<file path="src/logic/dpss_pkg.sv">
// constants, field layout and carrier types of the dual pll serial synthesiser
// assumes one 200 MHz clock; every pin input is already synchronous to it
//
// Notes on behaviour
// - each serial clock rising edge shifts one data bit into the 23-bit register.
// - while latch strobe high, shift word goes to tx latch if select high, else rx.
// - each section has a 7-bit binary swallow counter, values 0 to 127.
// - each prescaler divides by 64 or 65, steered by the swallow counter.
// - locked vco runs at (64*N + A) times crystal over reference ratio; A below N.
// - counter fields are plain binary, lowest-numbered bit least significant.
// - shared reference counter divides crystal by 512 when ratio bit high, else 1024.
// - divider monitor shows tx divider when monitor select high, rx divider when low.
// - a separate monitor output carries the reference counter output.
// - polarity high drives high when reference leads, low when lags, else released.
// - lock flag drops low as soon as phase error reaches the lock window.
// - lock flag rises only after three or more consecutive in-window comparisons.
// - phase detector resolves differences over minus to plus two pi.
// - locked detector still emits short correction pulses each comparison, no dead band.
// - tx switch on only with strobe and select high, rx with strobe and select low.
package dpss_pkg;
    localparam int SR_BITS = 23;
    localparam int N_W = 11;
    localparam int A_W = 7;
    // serial word positions, bit 0 is the last one shifted
    localparam int POS_SEL = 0;
    localparam int POS_REF = 1;
    localparam int POS_MON = 2;
    localparam int POS_FILL = 3;
    localparam int POS_POL = 4;
    localparam int POS_A_LSB = 5;
    localparam int POS_N_LSB = 12;
    // divide ratios
    localparam int REF_DIV_HI = 512;
    localparam int REF_DIV_LO = 1024;
    localparam int PRESCALE_MOD = 64;
    localparam int N_MIN = 16;
    // lock window timing
    localparam int CLK_MHZ = 200;
    localparam int LOCK_WINDOW_NS = 625;
    localparam int LOCK_WINDOW_CYC = (LOCK_WINDOW_NS * CLK_MHZ + 999) / 1000;
    localparam int LOCK_GOOD_CMP = 3;
    // section indices match the select bit value
    localparam int SEC_RX = 0;
    localparam int SEC_TX = 1;
    // register port
    localparam logic [3:0] ADDR_STATUS = 4'h0;
    localparam logic [3:0] ADDR_ENABLE = 4'h4;
    localparam logic [3:0] ADDR_CLEAR = 4'h8;
    localparam logic [3:0] ADDR_STATE = 4'hC;
    localparam int EV_W = 6;
    localparam int EV_RX_UNLOCK = 0;
    localparam int EV_TX_UNLOCK = 1;
    localparam int EV_RX_LOCK = 2;
    localparam int EV_TX_LOCK = 3;
    localparam int EV_RX_LOAD = 4;
    localparam int EV_TX_LOAD = 5;
    // reset values
    localparam logic [10:0] RST_N = 11'h010;
    localparam logic [6:0] RST_A = 7'h00;
    localparam logic RST_POL = 1'b1;
    localparam logic RST_REF = 1'b0;
    localparam logic RST_MON = 1'b0;
    localparam logic [5:0] RST_ENABLE = 6'h00;

    typedef struct packed {
        logic [10:0] n;
        logic [6:0] a;
        logic pol;
    } dpss_sect_cfg_t;

    typedef struct packed {
        logic [3:0] addr;
        logic [7:0] wdata;
        logic wr;
        logic rd;
    } dpss_bus_req_t;
endpackage

</file>
<file path="src/logic/dpss_swallow_div.sv">
// pulse-swallow divider of one section: dual modulus prescaler, swallow counter
// and programmable counter; assumes vco_edge is a one-cycle pulse per vco rise
`timescale 1ns/100ps
module dpss_swallow_div #(
    parameter int N_W = 11,
    parameter int A_W = 7,
    parameter int PRE_MOD = 64
) (
    input wire logic clk,
    input wire logic rst,
    input wire logic vco_edge,
    input wire logic [N_W-1:0] div_n,
    input wire logic [A_W-1:0] div_a,
    output logic div_pulse
);
    localparam int PW = $clog2(PRE_MOD + 1);
    localparam logic [PW-1:0] LAST_SHORT = PW'(PRE_MOD - 1);
    localparam logic [PW-1:0] LAST_LONG = PW'(PRE_MOD);

    generate
        if (PRE_MOD < 2 || N_W < 5 || A_W < 1) begin : g_bad
            $error("dpss_swallow_div: unsupported parameter values");
        end
    endgenerate

    logic [PW-1:0] pres_ff;
    logic [A_W-1:0] swal_ff;
    logic [N_W-1:0] prog_ff;
    logic swallowing;
    logic pres_wrap;
    logic prog_done;

    // modulus 65 while swallow count below A, then 64
    assign swallowing = swal_ff < div_a;
    assign pres_wrap = vco_edge && (pres_ff == (swallowing ? LAST_LONG : LAST_SHORT));
    // compare one wider so prog_ff plus one cannot wrap at all ones
    assign prog_done = ({1'b0, prog_ff} + {{N_W{1'b0}}, 1'b1}) >= {1'b0, div_n};

    // prescaler stage
    always_ff @(posedge clk) begin
        if (rst) begin
            pres_ff <= '0;
        end else if (pres_wrap) begin
            pres_ff <= '0;
        end else if (vco_edge) begin
            pres_ff <= pres_ff + 1'b1;
        end
    end

    // swallow and programmable counters; total is 64*N + A edges while A < N
    always_ff @(posedge clk) begin
        if (rst) begin
            swal_ff <= '0;
            prog_ff <= '0;
            div_pulse <= 1'b0;
        end else begin
            div_pulse <= 1'b0;
            if (pres_wrap) begin
                if (prog_done) begin
                    swal_ff <= '0;
                    prog_ff <= '0;
                    div_pulse <= 1'b1;
                end else begin
                    prog_ff <= prog_ff + 1'b1;
                    if (swallowing) begin
                        swal_ff <= swal_ff + 1'b1;
                    end
                end
            end
        end
    end
endmodule

</file>
<file path="src/logic/dpss_top.sv">
// dual pll synthesiser digital core: serial loader, section latches, reference
// counter, two dividers, phase detectors, lock flags, switches and interrupts
// assumes every pin input, vco and crystal included, is sampled on clk and that
// clk runs far faster than any of them
//
// Added by the designer: the strobed register port and the register addresses.
`timescale 1ns/100ps
module dpss_top #(
    parameter int LOCK_CYC = dpss_pkg::LOCK_WINDOW_CYC
) (
    input wire logic clk,
    input wire logic rst,
    input wire logic serial_clk,
    input wire logic serial_data,
    input wire logic latch_strobe,
    input wire logic xtal_in,
    input wire logic tx_vco_in,
    input wire logic rx_vco_in,
    input wire dpss_pkg::dpss_bus_req_t bus_req,
    output logic [7:0] rdata,
    output logic irq,
    output logic tx_pump_out,
    output logic tx_pump_oe,
    output logic rx_pump_out,
    output logic rx_pump_oe,
    output logic tx_switch_out,
    output logic tx_switch_oe,
    output logic rx_switch_out,
    output logic rx_switch_oe,
    output logic tx_lock_flag,
    output logic rx_lock_flag,
    output logic div_monitor,
    output logic ref_monitor
);
    localparam int EW = $clog2(LOCK_CYC + 1);
    localparam logic [EW-1:0] WIN = EW'(LOCK_CYC);
    localparam logic [1:0] GOOD_LAST = 2'(dpss_pkg::LOCK_GOOD_CMP - 1);
    localparam logic [9:0] REF_LAST_HI = 10'(dpss_pkg::REF_DIV_HI - 1);
    localparam logic [9:0] REF_LAST_LO = 10'(dpss_pkg::REF_DIV_LO - 1);

    generate
        if (LOCK_CYC < 1 || dpss_pkg::LOCK_GOOD_CMP > 4) begin : g_bad
            $error("dpss_top: unsupported lock window settings");
        end
    endgenerate

    // sampled pins for edge detection
    logic sclk_q_ff;
    logic xtal_q_ff;
    logic strobe_q_ff;
    logic [1:0] vco_q_ff;
    logic [1:0] vco_now;
    logic [1:0] vco_edge;
    logic sclk_rise;
    logic xtal_rise;

    assign vco_now = {tx_vco_in, rx_vco_in};
    assign sclk_rise = serial_clk & ~sclk_q_ff;
    assign xtal_rise = xtal_in & ~xtal_q_ff;
    assign vco_edge = vco_now & ~vco_q_ff;

    // previous pin levels
    always_ff @(posedge clk) begin
        if (rst) begin
            sclk_q_ff <= 1'b0;
            xtal_q_ff <= 1'b0;
            strobe_q_ff <= 1'b0;
            vco_q_ff <= 2'h0;
        end else begin
            sclk_q_ff <= serial_clk;
            xtal_q_ff <= xtal_in;
            strobe_q_ff <= latch_strobe;
            vco_q_ff <= vco_now;
        end
    end

    // serial shift register, newest bit enters at bit 0
    logic [dpss_pkg::SR_BITS-1:0] shift_ff;
    logic section_select_bit;

    always_ff @(posedge clk) begin
        if (rst) begin
            shift_ff <= '0;
        end else if (sclk_rise) begin
            shift_ff <= {shift_ff[dpss_pkg::SR_BITS-2:0], serial_data};
        end
    end

    assign section_select_bit = shift_ff[dpss_pkg::POS_SEL];

    // field extraction, plain binary with lowest bit least significant
    dpss_pkg::dpss_sect_cfg_t word_cfg;
    assign word_cfg.n = shift_ff[dpss_pkg::POS_N_LSB +: dpss_pkg::N_W];
    assign word_cfg.a = shift_ff[dpss_pkg::POS_A_LSB +: dpss_pkg::A_W];
    assign word_cfg.pol = shift_ff[dpss_pkg::POS_POL];

    // section latches; level transparent while strobe high, filler bit ignored
    dpss_pkg::dpss_sect_cfg_t cfg_ff [2];
    logic ref_ratio_ff;
    logic monitor_select_ff;

    always_ff @(posedge clk) begin
        if (rst) begin
            cfg_ff[0] <= '{n: dpss_pkg::RST_N, a: dpss_pkg::RST_A, pol: dpss_pkg::RST_POL};
            cfg_ff[1] <= '{n: dpss_pkg::RST_N, a: dpss_pkg::RST_A, pol: dpss_pkg::RST_POL};
            ref_ratio_ff <= dpss_pkg::RST_REF;
            monitor_select_ff <= dpss_pkg::RST_MON;
        end else if (latch_strobe) begin
            // the other section keeps its contents untouched
            if (section_select_bit) begin
                cfg_ff[dpss_pkg::SEC_TX] <= word_cfg;
            end else begin
                cfg_ff[dpss_pkg::SEC_RX] <= word_cfg;
            end
            ref_ratio_ff <= shift_ff[dpss_pkg::POS_REF];
            monitor_select_ff <= shift_ff[dpss_pkg::POS_MON];
        end
    end

    // shared reference counter on crystal edges
    logic [9:0] ref_cnt_ff;
    logic ref_pulse_ff;
    logic ref_wrap;

    assign ref_wrap = xtal_rise &&
        (ref_cnt_ff == (ref_ratio_ff ? REF_LAST_HI : REF_LAST_LO));

    always_ff @(posedge clk) begin
        if (rst) begin
            ref_cnt_ff <= 10'h000;
            ref_pulse_ff <= 1'b0;
        end else begin
            ref_pulse_ff <= ref_wrap;
            if (ref_wrap) begin
                ref_cnt_ff <= 10'h000;
            end else if (xtal_rise) begin
                ref_cnt_ff <= ref_cnt_ff + 10'h001;
            end
        end
    end

    // per-section divider, phase detector, lock flag and switch
    logic [1:0] div_pulse;
    logic [1:0] lock_vec;
    logic [1:0] pump_vec;
    logic [1:0] pump_oe_vec;
    logic [1:0] sw_vec;
    logic [1:0] sw_oe_vec;

    generate
        for (genvar s = 0; s < 2; s++) begin : g_sec
            logic up_ff;
            logic dn_ff;
            logic spike_ff;
            logic pump_ff;
            logic pump_oe_ff;
            logic sw_ff;
            logic sw_oe_ff;
            logic lock_ff;
            logic [EW-1:0] err_ff;
            logic [1:0] good_ff;
            logic nxt_pump;
            logic nxt_pump_oe;
            logic up_lvl;
            logic cmp_end;
            logic sw_on;

            dpss_swallow_div #(
                .N_W(dpss_pkg::N_W),
                .A_W(dpss_pkg::A_W),
                .PRE_MOD(dpss_pkg::PRESCALE_MOD)
            ) u_div (
                .clk(clk),
                .rst(rst),
                .vco_edge(vco_edge[s]),
                .div_n(cfg_ff[s].n),
                .div_a(cfg_ff[s].a),
                .div_pulse(div_pulse[s])
            );

            // both flags high means one comparison has ended
            assign cmp_end = up_ff & dn_ff;
            assign up_lvl = cfg_ff[s].pol;

            // frequency-phase detector: two-flag design spans -2pi..+2pi
            always_ff @(posedge clk) begin
                if (rst || cmp_end) begin
                    up_ff <= 1'b0;
                    dn_ff <= 1'b0;
                end else begin
                    if (ref_pulse_ff) begin
                        up_ff <= 1'b1;
                    end
                    if (div_pulse[s]) begin
                        dn_ff <= 1'b1;
                    end
                end
            end

            // pump drive; the coincidence cycle plus a follow-up cycle form a
            // balanced spike pair so a locked loop still sees pulses
            always_comb begin
                nxt_pump = 1'b0;
                nxt_pump_oe = 1'b0;
                if (cmp_end) begin
                    nxt_pump = up_lvl;
                    nxt_pump_oe = 1'b1;
                end else if (spike_ff) begin
                    nxt_pump = ~up_lvl;
                    nxt_pump_oe = 1'b1;
                end else if (up_ff) begin
                    nxt_pump = up_lvl;
                    nxt_pump_oe = 1'b1;
                end else if (dn_ff) begin
                    nxt_pump = ~up_lvl;
                    nxt_pump_oe = 1'b1;
                end
            end

            assign sw_on = latch_strobe && (section_select_bit == 1'(s));

            // pump and switch outputs share one next value
            always_ff @(posedge clk) begin
                if (rst) begin
                    spike_ff <= 1'b0;
                    pump_ff <= 1'b0;
                    pump_oe_ff <= 1'b0;
                    sw_ff <= 1'b0;
                    sw_oe_ff <= 1'b0;
                end else begin
                    spike_ff <= cmp_end;
                    pump_ff <= nxt_pump;
                    pump_oe_ff <= nxt_pump_oe;
                    sw_ff <= sw_on & nxt_pump;
                    sw_oe_ff <= sw_on & nxt_pump_oe;
                end
            end

            // lock detection on phase error width in clk cycles
            always_ff @(posedge clk) begin
                if (rst) begin
                    err_ff <= '0;
                    good_ff <= 2'h0;
                    lock_ff <= 1'b0;
                end else if (cmp_end) begin
                    err_ff <= '0;
                    if (err_ff < WIN) begin
                        if (good_ff >= GOOD_LAST) begin
                            lock_ff <= 1'b1;
                        end else begin
                            good_ff <= good_ff + 2'h1;
                        end
                    end
                end else if (up_ff ^ dn_ff) begin
                    if (err_ff < WIN) begin
                        err_ff <= err_ff + 1'b1;
                    end
                    // unlock on the very cycle the window is reached
                    if (err_ff + 1'b1 >= WIN) begin
                        lock_ff <= 1'b0;
                        good_ff <= 2'h0;
                    end
                end
            end

            assign lock_vec[s] = lock_ff;
            assign pump_vec[s] = pump_ff;
            assign pump_oe_vec[s] = pump_oe_ff;
            assign sw_vec[s] = sw_ff;
            assign sw_oe_vec[s] = sw_oe_ff;
        end
    endgenerate

    assign tx_pump_out = pump_vec[dpss_pkg::SEC_TX];
    assign tx_pump_oe = pump_oe_vec[dpss_pkg::SEC_TX];
    assign rx_pump_out = pump_vec[dpss_pkg::SEC_RX];
    assign rx_pump_oe = pump_oe_vec[dpss_pkg::SEC_RX];
    assign tx_switch_out = sw_vec[dpss_pkg::SEC_TX];
    assign tx_switch_oe = sw_oe_vec[dpss_pkg::SEC_TX];
    assign rx_switch_out = sw_vec[dpss_pkg::SEC_RX];
    assign rx_switch_oe = sw_oe_vec[dpss_pkg::SEC_RX];
    assign tx_lock_flag = lock_vec[dpss_pkg::SEC_TX];
    assign rx_lock_flag = lock_vec[dpss_pkg::SEC_RX];

    // monitor outputs, registered pulses one clk wide
    logic div_mon_ff;
    logic ref_mon_ff;

    always_ff @(posedge clk) begin
        if (rst) begin
            div_mon_ff <= 1'b0;
            ref_mon_ff <= 1'b0;
        end else begin
            div_mon_ff <= monitor_select_ff ? div_pulse[dpss_pkg::SEC_TX]
                                            : div_pulse[dpss_pkg::SEC_RX];
            ref_mon_ff <= ref_pulse_ff;
        end
    end

    assign div_monitor = div_mon_ff;
    assign ref_monitor = ref_mon_ff;

    // interrupt events from lock changes and strobe rise
    logic [1:0] lock_prev_ff;
    logic [dpss_pkg::EV_W-1:0] ev_set;
    logic strobe_rise;

    assign strobe_rise = latch_strobe & ~strobe_q_ff;

    always_ff @(posedge clk) begin
        if (rst) begin
            lock_prev_ff <= 2'h0;
        end else begin
            lock_prev_ff <= lock_vec;
        end
    end

    always_comb begin
        ev_set = '0;
        ev_set[dpss_pkg::EV_RX_UNLOCK] = lock_prev_ff[0] & ~lock_vec[0];
        ev_set[dpss_pkg::EV_TX_UNLOCK] = lock_prev_ff[1] & ~lock_vec[1];
        ev_set[dpss_pkg::EV_RX_LOCK] = ~lock_prev_ff[0] & lock_vec[0];
        ev_set[dpss_pkg::EV_TX_LOCK] = ~lock_prev_ff[1] & lock_vec[1];
        ev_set[dpss_pkg::EV_RX_LOAD] = strobe_rise & ~section_select_bit;
        ev_set[dpss_pkg::EV_TX_LOAD] = strobe_rise & section_select_bit;
    end

    // status, enable and clear; a set in the clearing cycle survives
    logic [dpss_pkg::EV_W-1:0] status_ff;
    logic [dpss_pkg::EV_W-1:0] enable_ff;
    logic [dpss_pkg::EV_W-1:0] clr;
    logic [dpss_pkg::EV_W-1:0] nxt_status;
    logic irq_ff;

    assign clr = (bus_req.wr && bus_req.addr == dpss_pkg::ADDR_CLEAR)
               ? bus_req.wdata[dpss_pkg::EV_W-1:0] : '0;
    assign nxt_status = (status_ff & ~clr) | ev_set;

    always_ff @(posedge clk) begin
        if (rst) begin
            status_ff <= '0;
            enable_ff <= dpss_pkg::RST_ENABLE;
            irq_ff <= 1'b0;
        end else begin
            status_ff <= nxt_status;
            if (bus_req.wr && bus_req.addr == dpss_pkg::ADDR_ENABLE) begin
                enable_ff <= bus_req.wdata[dpss_pkg::EV_W-1:0];
            end
            irq_ff <= |(nxt_status & enable_ff);
        end
    end

    assign irq = irq_ff;

    // read data one cycle after the strobe, zero elsewhere and for holes
    logic [7:0] rdata_ff;
    logic [7:0] state_word;

    assign state_word = {3'h0, monitor_select_ff, ref_ratio_ff, section_select_bit,
                         lock_vec[1], lock_vec[0]};

    always_ff @(posedge clk) begin
        if (rst) begin
            rdata_ff <= 8'h00;
        end else if (bus_req.rd) begin
            case (bus_req.addr)
                dpss_pkg::ADDR_STATUS: rdata_ff <= {2'h0, status_ff};
                dpss_pkg::ADDR_ENABLE: rdata_ff <= {2'h0, enable_ff};
                dpss_pkg::ADDR_STATE: rdata_ff <= state_word;
                default: rdata_ff <= 8'h00;
            endcase
        end else begin
            rdata_ff <= 8'h00;
        end
    end

    assign rdata = rdata_ff;
endmodule

</file>
<file path="config.mk">
export PLATFORM = sky130hd
export DESIGN_NAME = dpss_top
export DESIGN_NICKNAME = d
export VERILOG_FILES = /design/src/logic/dpss_pkg.sv /design/src/logic/dpss_swallow_div.sv /design/src/logic/dpss_top.sv
export SDC_FILE = /design/constraint.sdc
export NUM_CORES = 1
export LEC_CHECK = 0
export BUFFER_PORTS_ARGS = -buffer_cell sky130_fd_sc_hd__buf_2
export CAP_MARGIN = 15
export CORE_UTILIZATION = 45
export CTS_CLUSTER_DIAMETER = 30
export DETAILED_ROUTE_END_ITERATION = 7
export MAX_ROUTING_LAYER = met4
export SYNTH_ARGS = -nofsm -noshare
export SYNTH_HDL_FRONTEND = slang
export SYNTH_HIERARCHICAL = 1
export SYNTH_SLANG_ARGS = --single-unit
</file>
<file path="constraint.sdc">
create_clock -name clk -period 6.55 [get_ports clk]
set_clock_uncertainty 0.1 [all_clocks]
set_input_delay 1.6375 -clock clk [delete_from_list [all_inputs] [get_ports clk]]
set_output_delay 1.6375 -clock clk [all_outputs]
set_load 0.005 [all_outputs]
</file>
==> results of run 1 <==
## logic make-up after synthesis
group / share of synthesized area [%]
XOR/XNOR: 4.653
buffers and inverters: 4.335
AND/OR/NAND/NOR: 20.57
adder cells (fa/ha/maj): 7.340
other: 0.04151
multiplexers: 2.797
flip-flops: 45.87
AO/OA/AOI/OAI: 14.40
## power groups by stage
stage | logic, uW | registers, uW | clock network (uW)
6_report | 119 | 1210 | 1060
5_1_grt | 136 | 1220 | 1140
4_1_cts | 120 | 1210 | 1090
3_5_place_dp | 119 | 1240 | 0
3_3_place_gp | 118 | 1240 | 0
2_1_floorplan | 90.8 | 1240 | 0
## synthesized netlist by cell type (24+ instances only)
library cell | instances | share of area [%]
a21oi_1 | 42 | 2.3
dfxtp_1 | 150 | 33
edfxtp_1 | 38 | 13
ha_1 | 53 | 7.3
inv_1 | 66 | 2.7
nand2_1 | 76 | 3.2
nand3_1 | 35 | 1.9
nor2_1 | 89 | 3.7
nor2b_1 | 24 | 1.7
o21ai_0 | 26 | 1.4
xnor2_1 | 25 | 2.4
## worst max-delay path: stages (launching register included)
cell,delay [ns]
dfxtp_1,0.43
ha_1,0.27
and3_1,0.23
and3_1,0.29
xnor2_1,0.17
ha_1,0.25
and2_1,0.15
a221o_1,0.33
a221oi_2,0.32
nand2_2,0.17
a21oi_2,0.44
mux2_2,0.25
## flip-flops by register name (all words and copies together), names as in the netlist, 6 cells and up
signal / count
status_ff: 6
g_sec.u_div/pres_ff: 14
g_sec.u_div/prog_ff: 22
enable_ff: 6
ref_cnt_ff: 10
cfg_ff: 38
shift_ff: 23
g_sec.u_div/swal_ff: 14
rdata: 6
g_sec.err_ff: 14
## layer usage
layer  vias up  track usage (%)
met3         7            3.865
met2        83            30.53
met1      3001            24.63
met4         0            5.095
met5         -                -
li1       3387                -
## cell type report
| type | instances | area, um^2 | share of cell area [%] |
|---|---|---|---|
| well taps | 265 | 331.6 | 3.294 |
| multi-input cells | 657 | 4503 | 44.74 |
| inverters | 66 | 247.7 | 2.461 |
| flip-flops and latches | 188 | 4144 | 41.17 |
| clock inverters | 15 | 193.9 | 1.927 |
| repair buffers | 42 | 220.2 | 2.188 |
| clock buffers | 17 | 425.4 | 4.226 |
## final timing paths
kind	cells past startpoint	slack [ns]	to
setup / recovery	11	3.08	g_sec[1].u_div/prog_ff[0]
hold / removal	2	0.35	shift_ff[4]
setup reg to reg	11	3.08	g_sec[1].u_div/prog_ff[0]
hold reg to reg	2	0.35	shift_ff[4]
## per-stage QoR
stage / worst slack [ns] / total power, uW / std cells / utilization, %
4_1_cts: 3.066 / 2422 / 1250 / 51.38
5_1_grt: 2.783 / 2492 / 1250 / 51.38
3_3_place_gp: 2.668 / 1359 / 1218 / 48.22
3_5_place_dp: 2.615 / 1361 / 1218 / 48.22
2_1_floorplan: 3.142 / 1327 / 940 / -
6_report: 3.079 / 2398 / 1250 / 51.38
==> flow_summary.json, run 1 <==
{
  "hold_ws_ns": 0.3518,
  "finalSetupViolCount": 0,
  "antenna_found_initial": 0,
  "nNetsFinal": 1047,
  "hp-class": "reg -> reg",
  "overflow": 0,
  "syn_inst": 939,
  "core_um2": 19590,
  "p_sw_uw": 600.9,
  "ys.flop_type": "dfxtp_1",
  "yosysSeqAreaShare_pct": 45.87,
  "drc": 0,
  "clockBufferDepth": 2,
  "maxSlewViolCount": 0,
  "cts.repair.resized": 0,
  "die_y_um": 143.7,
  "seqPwrFrac_pct": 50.7,
  "clock_power_share_pct": 44.4,
  "fin_crit_sh_pct": 53.00,
  "layout_common_cells": "dfxtp_1, nor2_1, nand2_1",
  "root_buffer": "clkbuf_16",
  "synth_edf_count": 38,
  "p_leak_uw": 0.003979,
  "swShare_pct": 25.06,
  "num_vias": 6478,
  "vias_per_cell": 5.182,
  "rsz0062_at_grt": "no",
  "met2WireLength_um": 8259,
  "finalSetupTns_ns": 0,
  "final_layout_size_suffix_gt1_share_pct": 11.37,
  "crit_path_max_fanout": 10,
  "p_int_uw": 1797,
  "holdBufCountCts": 0,
  "postCtsSetupRepairBufs": 0,
  "synth.distinct_cells": 73,
  "arrival_ns": 3.75,
  "firstDrtPassIters": 4,
  "layout_commonest_cell": "dfxtp_1",
  "grt_pass1_wl_um": 30020,
  "die-area_um2": 20650,
  "relSlewSlack_pct": 38.35,
  "drtAntennaViolNets": 0,
  "core.rowCount": 51,
  "syn_avg_cell_area_um2": 9.622,
  "wl_met3_um": 501,
  "fin_crit_ns": 3.471,
  "yosys_warnings": 6,
  "drt_wl_total_um": 17840,
  "clock_sinks": 188,
  "hold_viol": 0,
  "clk_latency_ns": 0.43,
  "antenna_cells": 0,
  "m1WireLength_um": 8954,
  "crit_start": "g_sec[1].u_div/prog_ff[0]",
  "tritoncts.num_buffers": 17,
  "cts_tree": "yes",
  "async_flop_share_pct": 0,
  "worst_ir_drop_vdd_v": 0.0001711,
  "wl_per_cell_um": 14.27,
  "initial_core_util_pct": 46.12,
  "clk_pin_slew_ns": 0.08,
  "grt_pass1_vias": 6203,
  "dr.max_layer_used": "met4",
  "placed_area_um2": 9447,
  "start_kind": "flip-flop",
  "boundaryPins": 43,
  "ys_ff_latch": 188,
  "worstHoldStart": "shift_ff[3]",
  "drt_iter0_drc": 286,
  "worstPathRequired_ns": 6.83,
  "grt.total_usage_pct": 19.12,
  "p_per_area_nw_per_um2": 238.3,
  "final_area_um2": 10070,
  "endpoint_kind": "flip-flop",
  "nFillCells": 1842,
  "die_w_um": 143.7,
  "place_congestion": 0.8297,
  "worst-setup-path-type": "reg -> reg",
  "r2r_start": "g_sec[1].u_div/prog_ff[0]",
  "drv_cap": 0,
  "htree_levels": 4,
  "status": "complete, no violations",
  "combPwrFrac_pct": 5.0,
  "portBuffers": 38,
  "tightest_slew_ns": 0.9247,
  "place.detailed.hpwl_um": 12800,
  "fmax_ghz": 0.2881,
  "syn_area_um2": 9035,
  "grt_max_degree": 36,
  "layout-area-overhead-vs-synth_pct": 11.41
}
No activity file was read; power rests on OpenSTA's default activity.
==> run 2: changes to the inputs <==
ABC_AREA = 1   (was not set)
clock period = 2.8 ns   (was 6.55 ns; I/O delays follow)
==> run 2 against run 1 <==
  * Utilization is 2.0 points higher
  * Count of clock-buffer cells in the layout increased by 3
  * Setup slack got worse by 3.0 ns
  * Die area is 6.5% higher
  * Synthesized area rose by 6.6%
  * Cell area rose by 11%
  * Non-clock buffer count grew 38
  * Synthesized cell count up 27%
  * Total power up 130%
  * Via count increased by 14%
  * First-iteration DRC count is 22% higher
  * Register-to-register slack got worse by 3.0 ns
  * Critical endpoint is now g_sec[1].u_div/prog_ff[2]
  * Largest cell class unchanged
  * Highest routed layer unchanged
==> flow_summary.json, run 2 <==
{
  "fmax_ghz": 0.3696,
  "fin_crit_ns": 2.705,
  "worst_ir_drop_vdd_v": 0.0003900,
  "layout-area-overhead-vs-synth_pct": 16.49,
  "synth_top_area_cell": "dfxtp_1",
  "syn_avg_cell_area_um2": 8.105,
  "clockBufferDepth": 2,
  "num_vias": 7378,
  "layout_common_cells": "inv_1, nand2_1, dfxtp_1",
  "ys.flop_type": "dfxtp_1",
  "vias_per_cell": 4.748,
  "die-area_um2": 21990,
  "post-place-cells": 1516,
  "crit_path_max_fanout": 5,
  "grt_max_degree": 38,
  "synth.distinct_cells": 46,
  "fin_crit_sh_pct": 96.62,
  "portBuffers": 38,
  "cts_tree": "yes",
  "rsz0062_at_grt": "yes",
  "drc": 0,
  "p_per_area_nw_per_um2": 493.9,
  "grt_pass1_wl_um": 31380,
  "largest_reg_flops": 38,
  "overflow": 0,
  "regMostFlops": "cfg_ff",
  "grt.total_usage_pct": 18.03,
  "clk_pin_slew_ns": 0.07,
  "worstPathRequired_ns": 3.06,
  "firstDrtPassIters": 5,
  "grt_pass1_vias": 7023,
  "final_util_pct": 53.36,
  "syn_inst": 1188,
  "holdBufCountCts": 0,
  "htree_levels": 4,
  "clock_sinks": 188,
  "antenna_found_initial": 0,
  "hold_ws_ns": 0.3587,
  "finalSetupTns_ns": 0,
  "ys_ff_latch": 188,
  "nNetsFinal": 1342,
  "tritoncts.num_buffers": 17,
  "endpoint_kind": "flip-flop",
  "start_kind": "flip-flop",
  "hp-class": "reg -> reg",
  "clk_latency_ns": 0.43,
  "place_congestion": 0.8162,
  "p_leak_uw": 0.005199,
  "place_ws_ns": -0.07364,
  "yosysSeqAreaShare_pct": 43.04,
  "core_um2": 21020,
  "ys_top_cells_by_area": "dfxtp_1, edfxtp_1, inv_1",
  "boundaryPins": 43,
  "status": "complete, no violations",
  "relSlewSlack_pct": 60.04,
  "place.detailed.hpwl_um": 13390,
  "hold_viol": 0,
  "yosys_warnings": 6,
  "tightest_slew_ns": 0.5949,
  "synth.top_cell.area_share_pct": 31.19,
  "die_w_um": 148.3,
  "synth_common_cells": "inv_1, nand2_1, dfxtp_1, nor2_1, a21oi_1",
  "finalSetupViolCount": 0,
  "die_y_um": 148.3,
  "drt_iter0_drc": 348,
  "drv_cap": 0,
  "top_regs": "cfg_ff: 38 flops, shift_ff: 23 flops, g_sec.u_div/prog_ff: 22 flops",
  "root_buffer": "clkbuf_16",
  "core.rowCount": 53,
  "synth.most_common_cell": "inv_1",
  "final_cells": 1554,
  "maxSlewViolCount": 0,
  "syn_area_um2": 9629,
  "initial_core_util_pct": 45.81,
  "drtAntennaViolNets": 0,
  "arrival_ns": 2.97,
  "synth_edf_count": 38,
  "wl_per_cell_um": 11.81,
  "worst_slack_ns": 0.09471,
  "drt_wl_total_um": 18350,
  "final_layout_size_suffix_gt1_share_pct": 21.81,
  "worst-setup-path-type": "reg -> reg",
  "async_flop_share_pct": 0,
  "antenna_cells": 0,
  "layout_commonest_cell": "inv_1"
}
run 2: cell types whose count changed after synthesis, moves of 24 or more:
cell	delta
nand2_1	+109
nor2_1	+51
o21ai_0	+36
nor2b_1	-24
a21oi_1	+32
inv_1	+126
nand2_2	+28
run 2: critical path, cell delays in order (launching register included):
cell and delay, ns:
dfxtp_4 0.37, ha_4 0.14, nand2_4 0.05, nor2_4 0.08, nand4_1 0.14, nor3_2 0.23
xnor2_1 0.15, inv_2 0.07, ha_4 0.26, a21oi_4 0.14, nand2_2 0.08, nor2_4 0.13
nand2_4 0.07, nor2_8 0.12, inv_4 0.04, nor2_4 0.16, clkbuf_16 0.19, nand2_4 0.04
nand2_2 0.05
run 2: kinds of logic after synthesis:
group                    share of synthesized area (%)
flip-flops                                       43.04
adder cells (fa/ha/maj)                          6.887
AND/OR/NAND/NOR                                  26.91
multiplexers                                    0.2079
XOR/XNOR                                         3.638
other                                          0.03894
AO/OA/AOI/OAI                                    9.667
buffers and inverters                            9.615
run 2: where the power goes:
part	internal, uW	switching [uW]
logic	114	228
registers	2840	35.8
clock network	1240	1080
total	4190	1350
run 2: final cells by class:
type                    instances  area [um^2]
clock inverters                11        96.34
repair buffers                 80        571.8
flip-flops and latches        188         4154
multi-input cells             772         4797
well taps                     275        344.1
inverters                     208        785.8
clock buffers                  20        467.9
fillers                      2013         9804
run 2: per-stage QoR:
step | area, um^2 | total power (uW)
final | 11220 | 5540
after global routing | 11220 | 5777
after CTS | 10960 | 5607
after detailed placement | 10330 | 3269
after global placement | 10330 | 3259
after floorplan | 9633 | 3171
run 2: path summary, 6_finish.rpt:
path | slack (ns) | endpoint | from | cells past startpoint
max | 0.09 | g_sec[1].u_div/prog_ff[2] | g_sec[1].u_div/prog_ff[1] | 18
min | 0.36 | shift_ff[21] | shift_ff[20] | 2
max reg2reg | 0.09 | g_sec[1].u_div/prog_ff[2] | g_sec[1].u_div/prog_ff[1] | 18
min reg2reg | 0.36 | shift_ff[21] | shift_ff[20] | 2
run 2: per-layer routing:
layer  vias up  part of all wire, %  wire [um]  GRT usage [%]
li1       3951                    -          -              -
met1      3360                   48       8838          22.54
met2        56                   49       8941          29.77
met3        11                  2.2        410          3.589
met4         0                 0.85        156          4.536
met5         -                    0          0              -
run 2: what timing repair did:
item | CTS | global route
gates cloned | 0 | 1
resized for setup | 10 | 53
setup endpoints to repair | 36 | 38
pin swaps | 6 | 27
hold endpoints to repair | 0 | 0
buffers inserted | 1 | 5
==> run 3: changes to the inputs <==
CELL_PAD_IN_SITES_DETAIL_PLACEMENT = 0   (was not set)
CELL_PAD_IN_SITES_GLOBAL_PLACEMENT = 1   (was not set)
CORE_UTILIZATION = 42   (was 45)
PLACE_DENSITY_LB_ADDON = 0.1   (was not set)
==> run 3 against run 2 <==
  * Setup slack improved by 0.0093 ns
  * Critical path type unchanged
  * Largest cell class unchanged
  * Global-route usage fell by 0.76 points
  * Critical path depth did not move
  * First-iteration DRC count fell by 9.5%
  * Via count rose by 0.11%
  * Die area rose by 7.0%
  * Highest routed layer unchanged
==> flow_summary.json, run 3 (synthesis results as in run 2) <==
{
  "portBuffers": 38,
  "tritoncts.num_buffers": 17,
  "regMostFlops": "cfg_ff",
  "clockBufferDepth": 2,
  "final_area_um2": 11290,
  "place.detailed.hpwl_um": 14050,
  "maxSlewViolCount": 0,
  "num_vias": 7386,
  "hold_ws_ns": 0.3642,
  "antenna_found_initial": 1,
  "fin_crit_sh_pct": 96.29,
  "boundaryPins": 43,
  "layout-area-overhead-vs-synth_pct": 17.29,
  "die_w_um": 153.4,
  "drtAntennaViolNets": 0,
  "wl_per_cell_um": 12.22,
  "root_buffer": "clkbuf_16",
  "placed_area_um2": 10370,
  "worstPathRequired_ns": 3.07,
  "nFillCells": 2221,
  "drt_iter0_drc": 315,
  "firstDrtPassIters": 4,
  "top_regs": "cfg_ff: 38 flops, shift_ff: 23 flops, g_sec.u_div/prog_ff: 22 flops",
  "layout_commonest_cell": "inv_1",
  "hold_viol": 0,
  "drt_wl_total_um": 19190,
  "holdBufCountCts": 0,
  "cts_tree": "yes",
  "regArea_um2": 4150,
  "finalPower_uw": 5715,
  "vias_per_cell": 4.701,
  "place_congestion": 0.7892,
  "grt_pass1_wl_um": 31860,
  "core_um2": 22570,
  "rsz0062_at_grt": "yes",
  "worst-setup-path-type": "reg -> reg",
  "hp-class": "reg -> reg",
  "nNetsFinal": 1348,
  "arrival_ns": 2.96,
  "finalSetupViolCount": 0,
  "grt_max_degree": 27,
  "final_layout_size_suffix_gt1_share_pct": 21.79,
  "layout_common_cells": "inv_1, nand2_1, dfxtp_1",
  "fmax_ghz": 0.3709,
  "worst_ir_drop_vdd_v": 0.0003849,
  "p_leak_uw": 0.005251,
  "multi_input_area_um2": 4790,
  "endpoint_kind": "flip-flop",
  "crit_path_max_fanout": 5,
  "start_kind": "flip-flop",
  "core.rowCount": 55,
  "die_y_um": 153.4,
  "overflow": 0,
  "fin_crit_ns": 2.696,
  "finalSetupTns_ns": 0,
  "grt.total_usage_pct": 17.27,
  "status": "complete, no violations",
  "drv_cap": 0,
  "grt_pass1_vias": 6899,
  "largest_reg_flops": 38,
  "clock_sinks": 188,
  "drc": 0,
  "clk_latency_ns": 0.43,
  "clk_pin_slew_ns": 0.07,
  "htree_levels": 4,
  "final_util_pct": 50.04,
  "p_per_area_nw_per_um2": 506.0,
  "initial_core_util_pct": 42.66,
  "die-area_um2": 23540
}
[run 3: timing repair]
item | CTS | global route
endpoints found under the hold margin | 0 | 0
gates cloned | 0 | 1
setup buffers | 0 | 8
gates resized for setup | 5 | 50
endpoints found under the setup margin | 35 | 38
pin swaps | 0 | 27
[run 3: power breakdown]
group	internal (uW)	leakage, uW	switching (uW)
logic	117	0.00334	230
registers	2840	0.00161	35.0
clock network	1360	0.000298	1140
total	4310	0.00525	1400
[run 3: area by class of cell]
cell class	count	share of cell area (%)
flip-flops and latches	188	36.75
well taps	285	3.157
clock buffers	17	3.766
repair buffers	86	5.395
multi-input cells	772	42.41
inverters	208	6.957
diodes	1	0.02216
clock inverters	14	1.551
[run 3: layer usage]
| layer | global-route usage, % | part of all wire [%] | vias up |
|---|---|---|---|
| met4 | 4.762 | 0.48 | 0 |
| met5 | - | 0 | - |
| li1 | - | - | 3948 |
| met2 | 29.27 | 50 | 45 |
| met3 | 3.261 | 1.6 | 4 |
| met1 | 20.92 | 48 | 3389 |
[run 3: through the flow]
| step | std cells | setup WS, ns |
|---|---|---|
| 5_1_grt | 1571 | -0.08430 |
| 6_report | 1571 | 0.1040 |
| 3_3_place_gp | 1530 | -0.04722 |
| 4_1_cts | 1561 | 0.002664 |
| 2_1_floorplan | 1189 | 0.06812 |
| 3_5_place_dp | 1530 | -0.05832 |
[run 3: final timing paths]
check,start,endpoint,slack [ns],cells past startpoint
max reg2reg,g_sec[0].u_div/prog_ff[0],g_sec[0].u_div/prog_ff[2],0.10,18
min reg2reg,shift_ff[20],shift_ff[21],0.36,2
min,shift_ff[20],shift_ff[21],0.36,2
max,g_sec[0].u_div/prog_ff[0],g_sec[0].u_div/prog_ff[2],0.10,18
[run 3: critical path, stage by stage, from the launching register on]
cell and delay, ns:
dfxtp_2 0.35, ha_4 0.15, nand2_4 0.06, nor2_4 0.08, nand4_1 0.14, nor3_2 0.25, xnor2_1 0.16, inv_2 0.07
ha_4 0.24, a21oi_4 0.14, nand2_1 0.08, nor2_2 0.16, nand2_4 0.08, nor2_8 0.10, inv_4 0.04, nor2_4 0.17
clkbuf_16 0.20, nand2_4 0.04, nand2_2 0.05
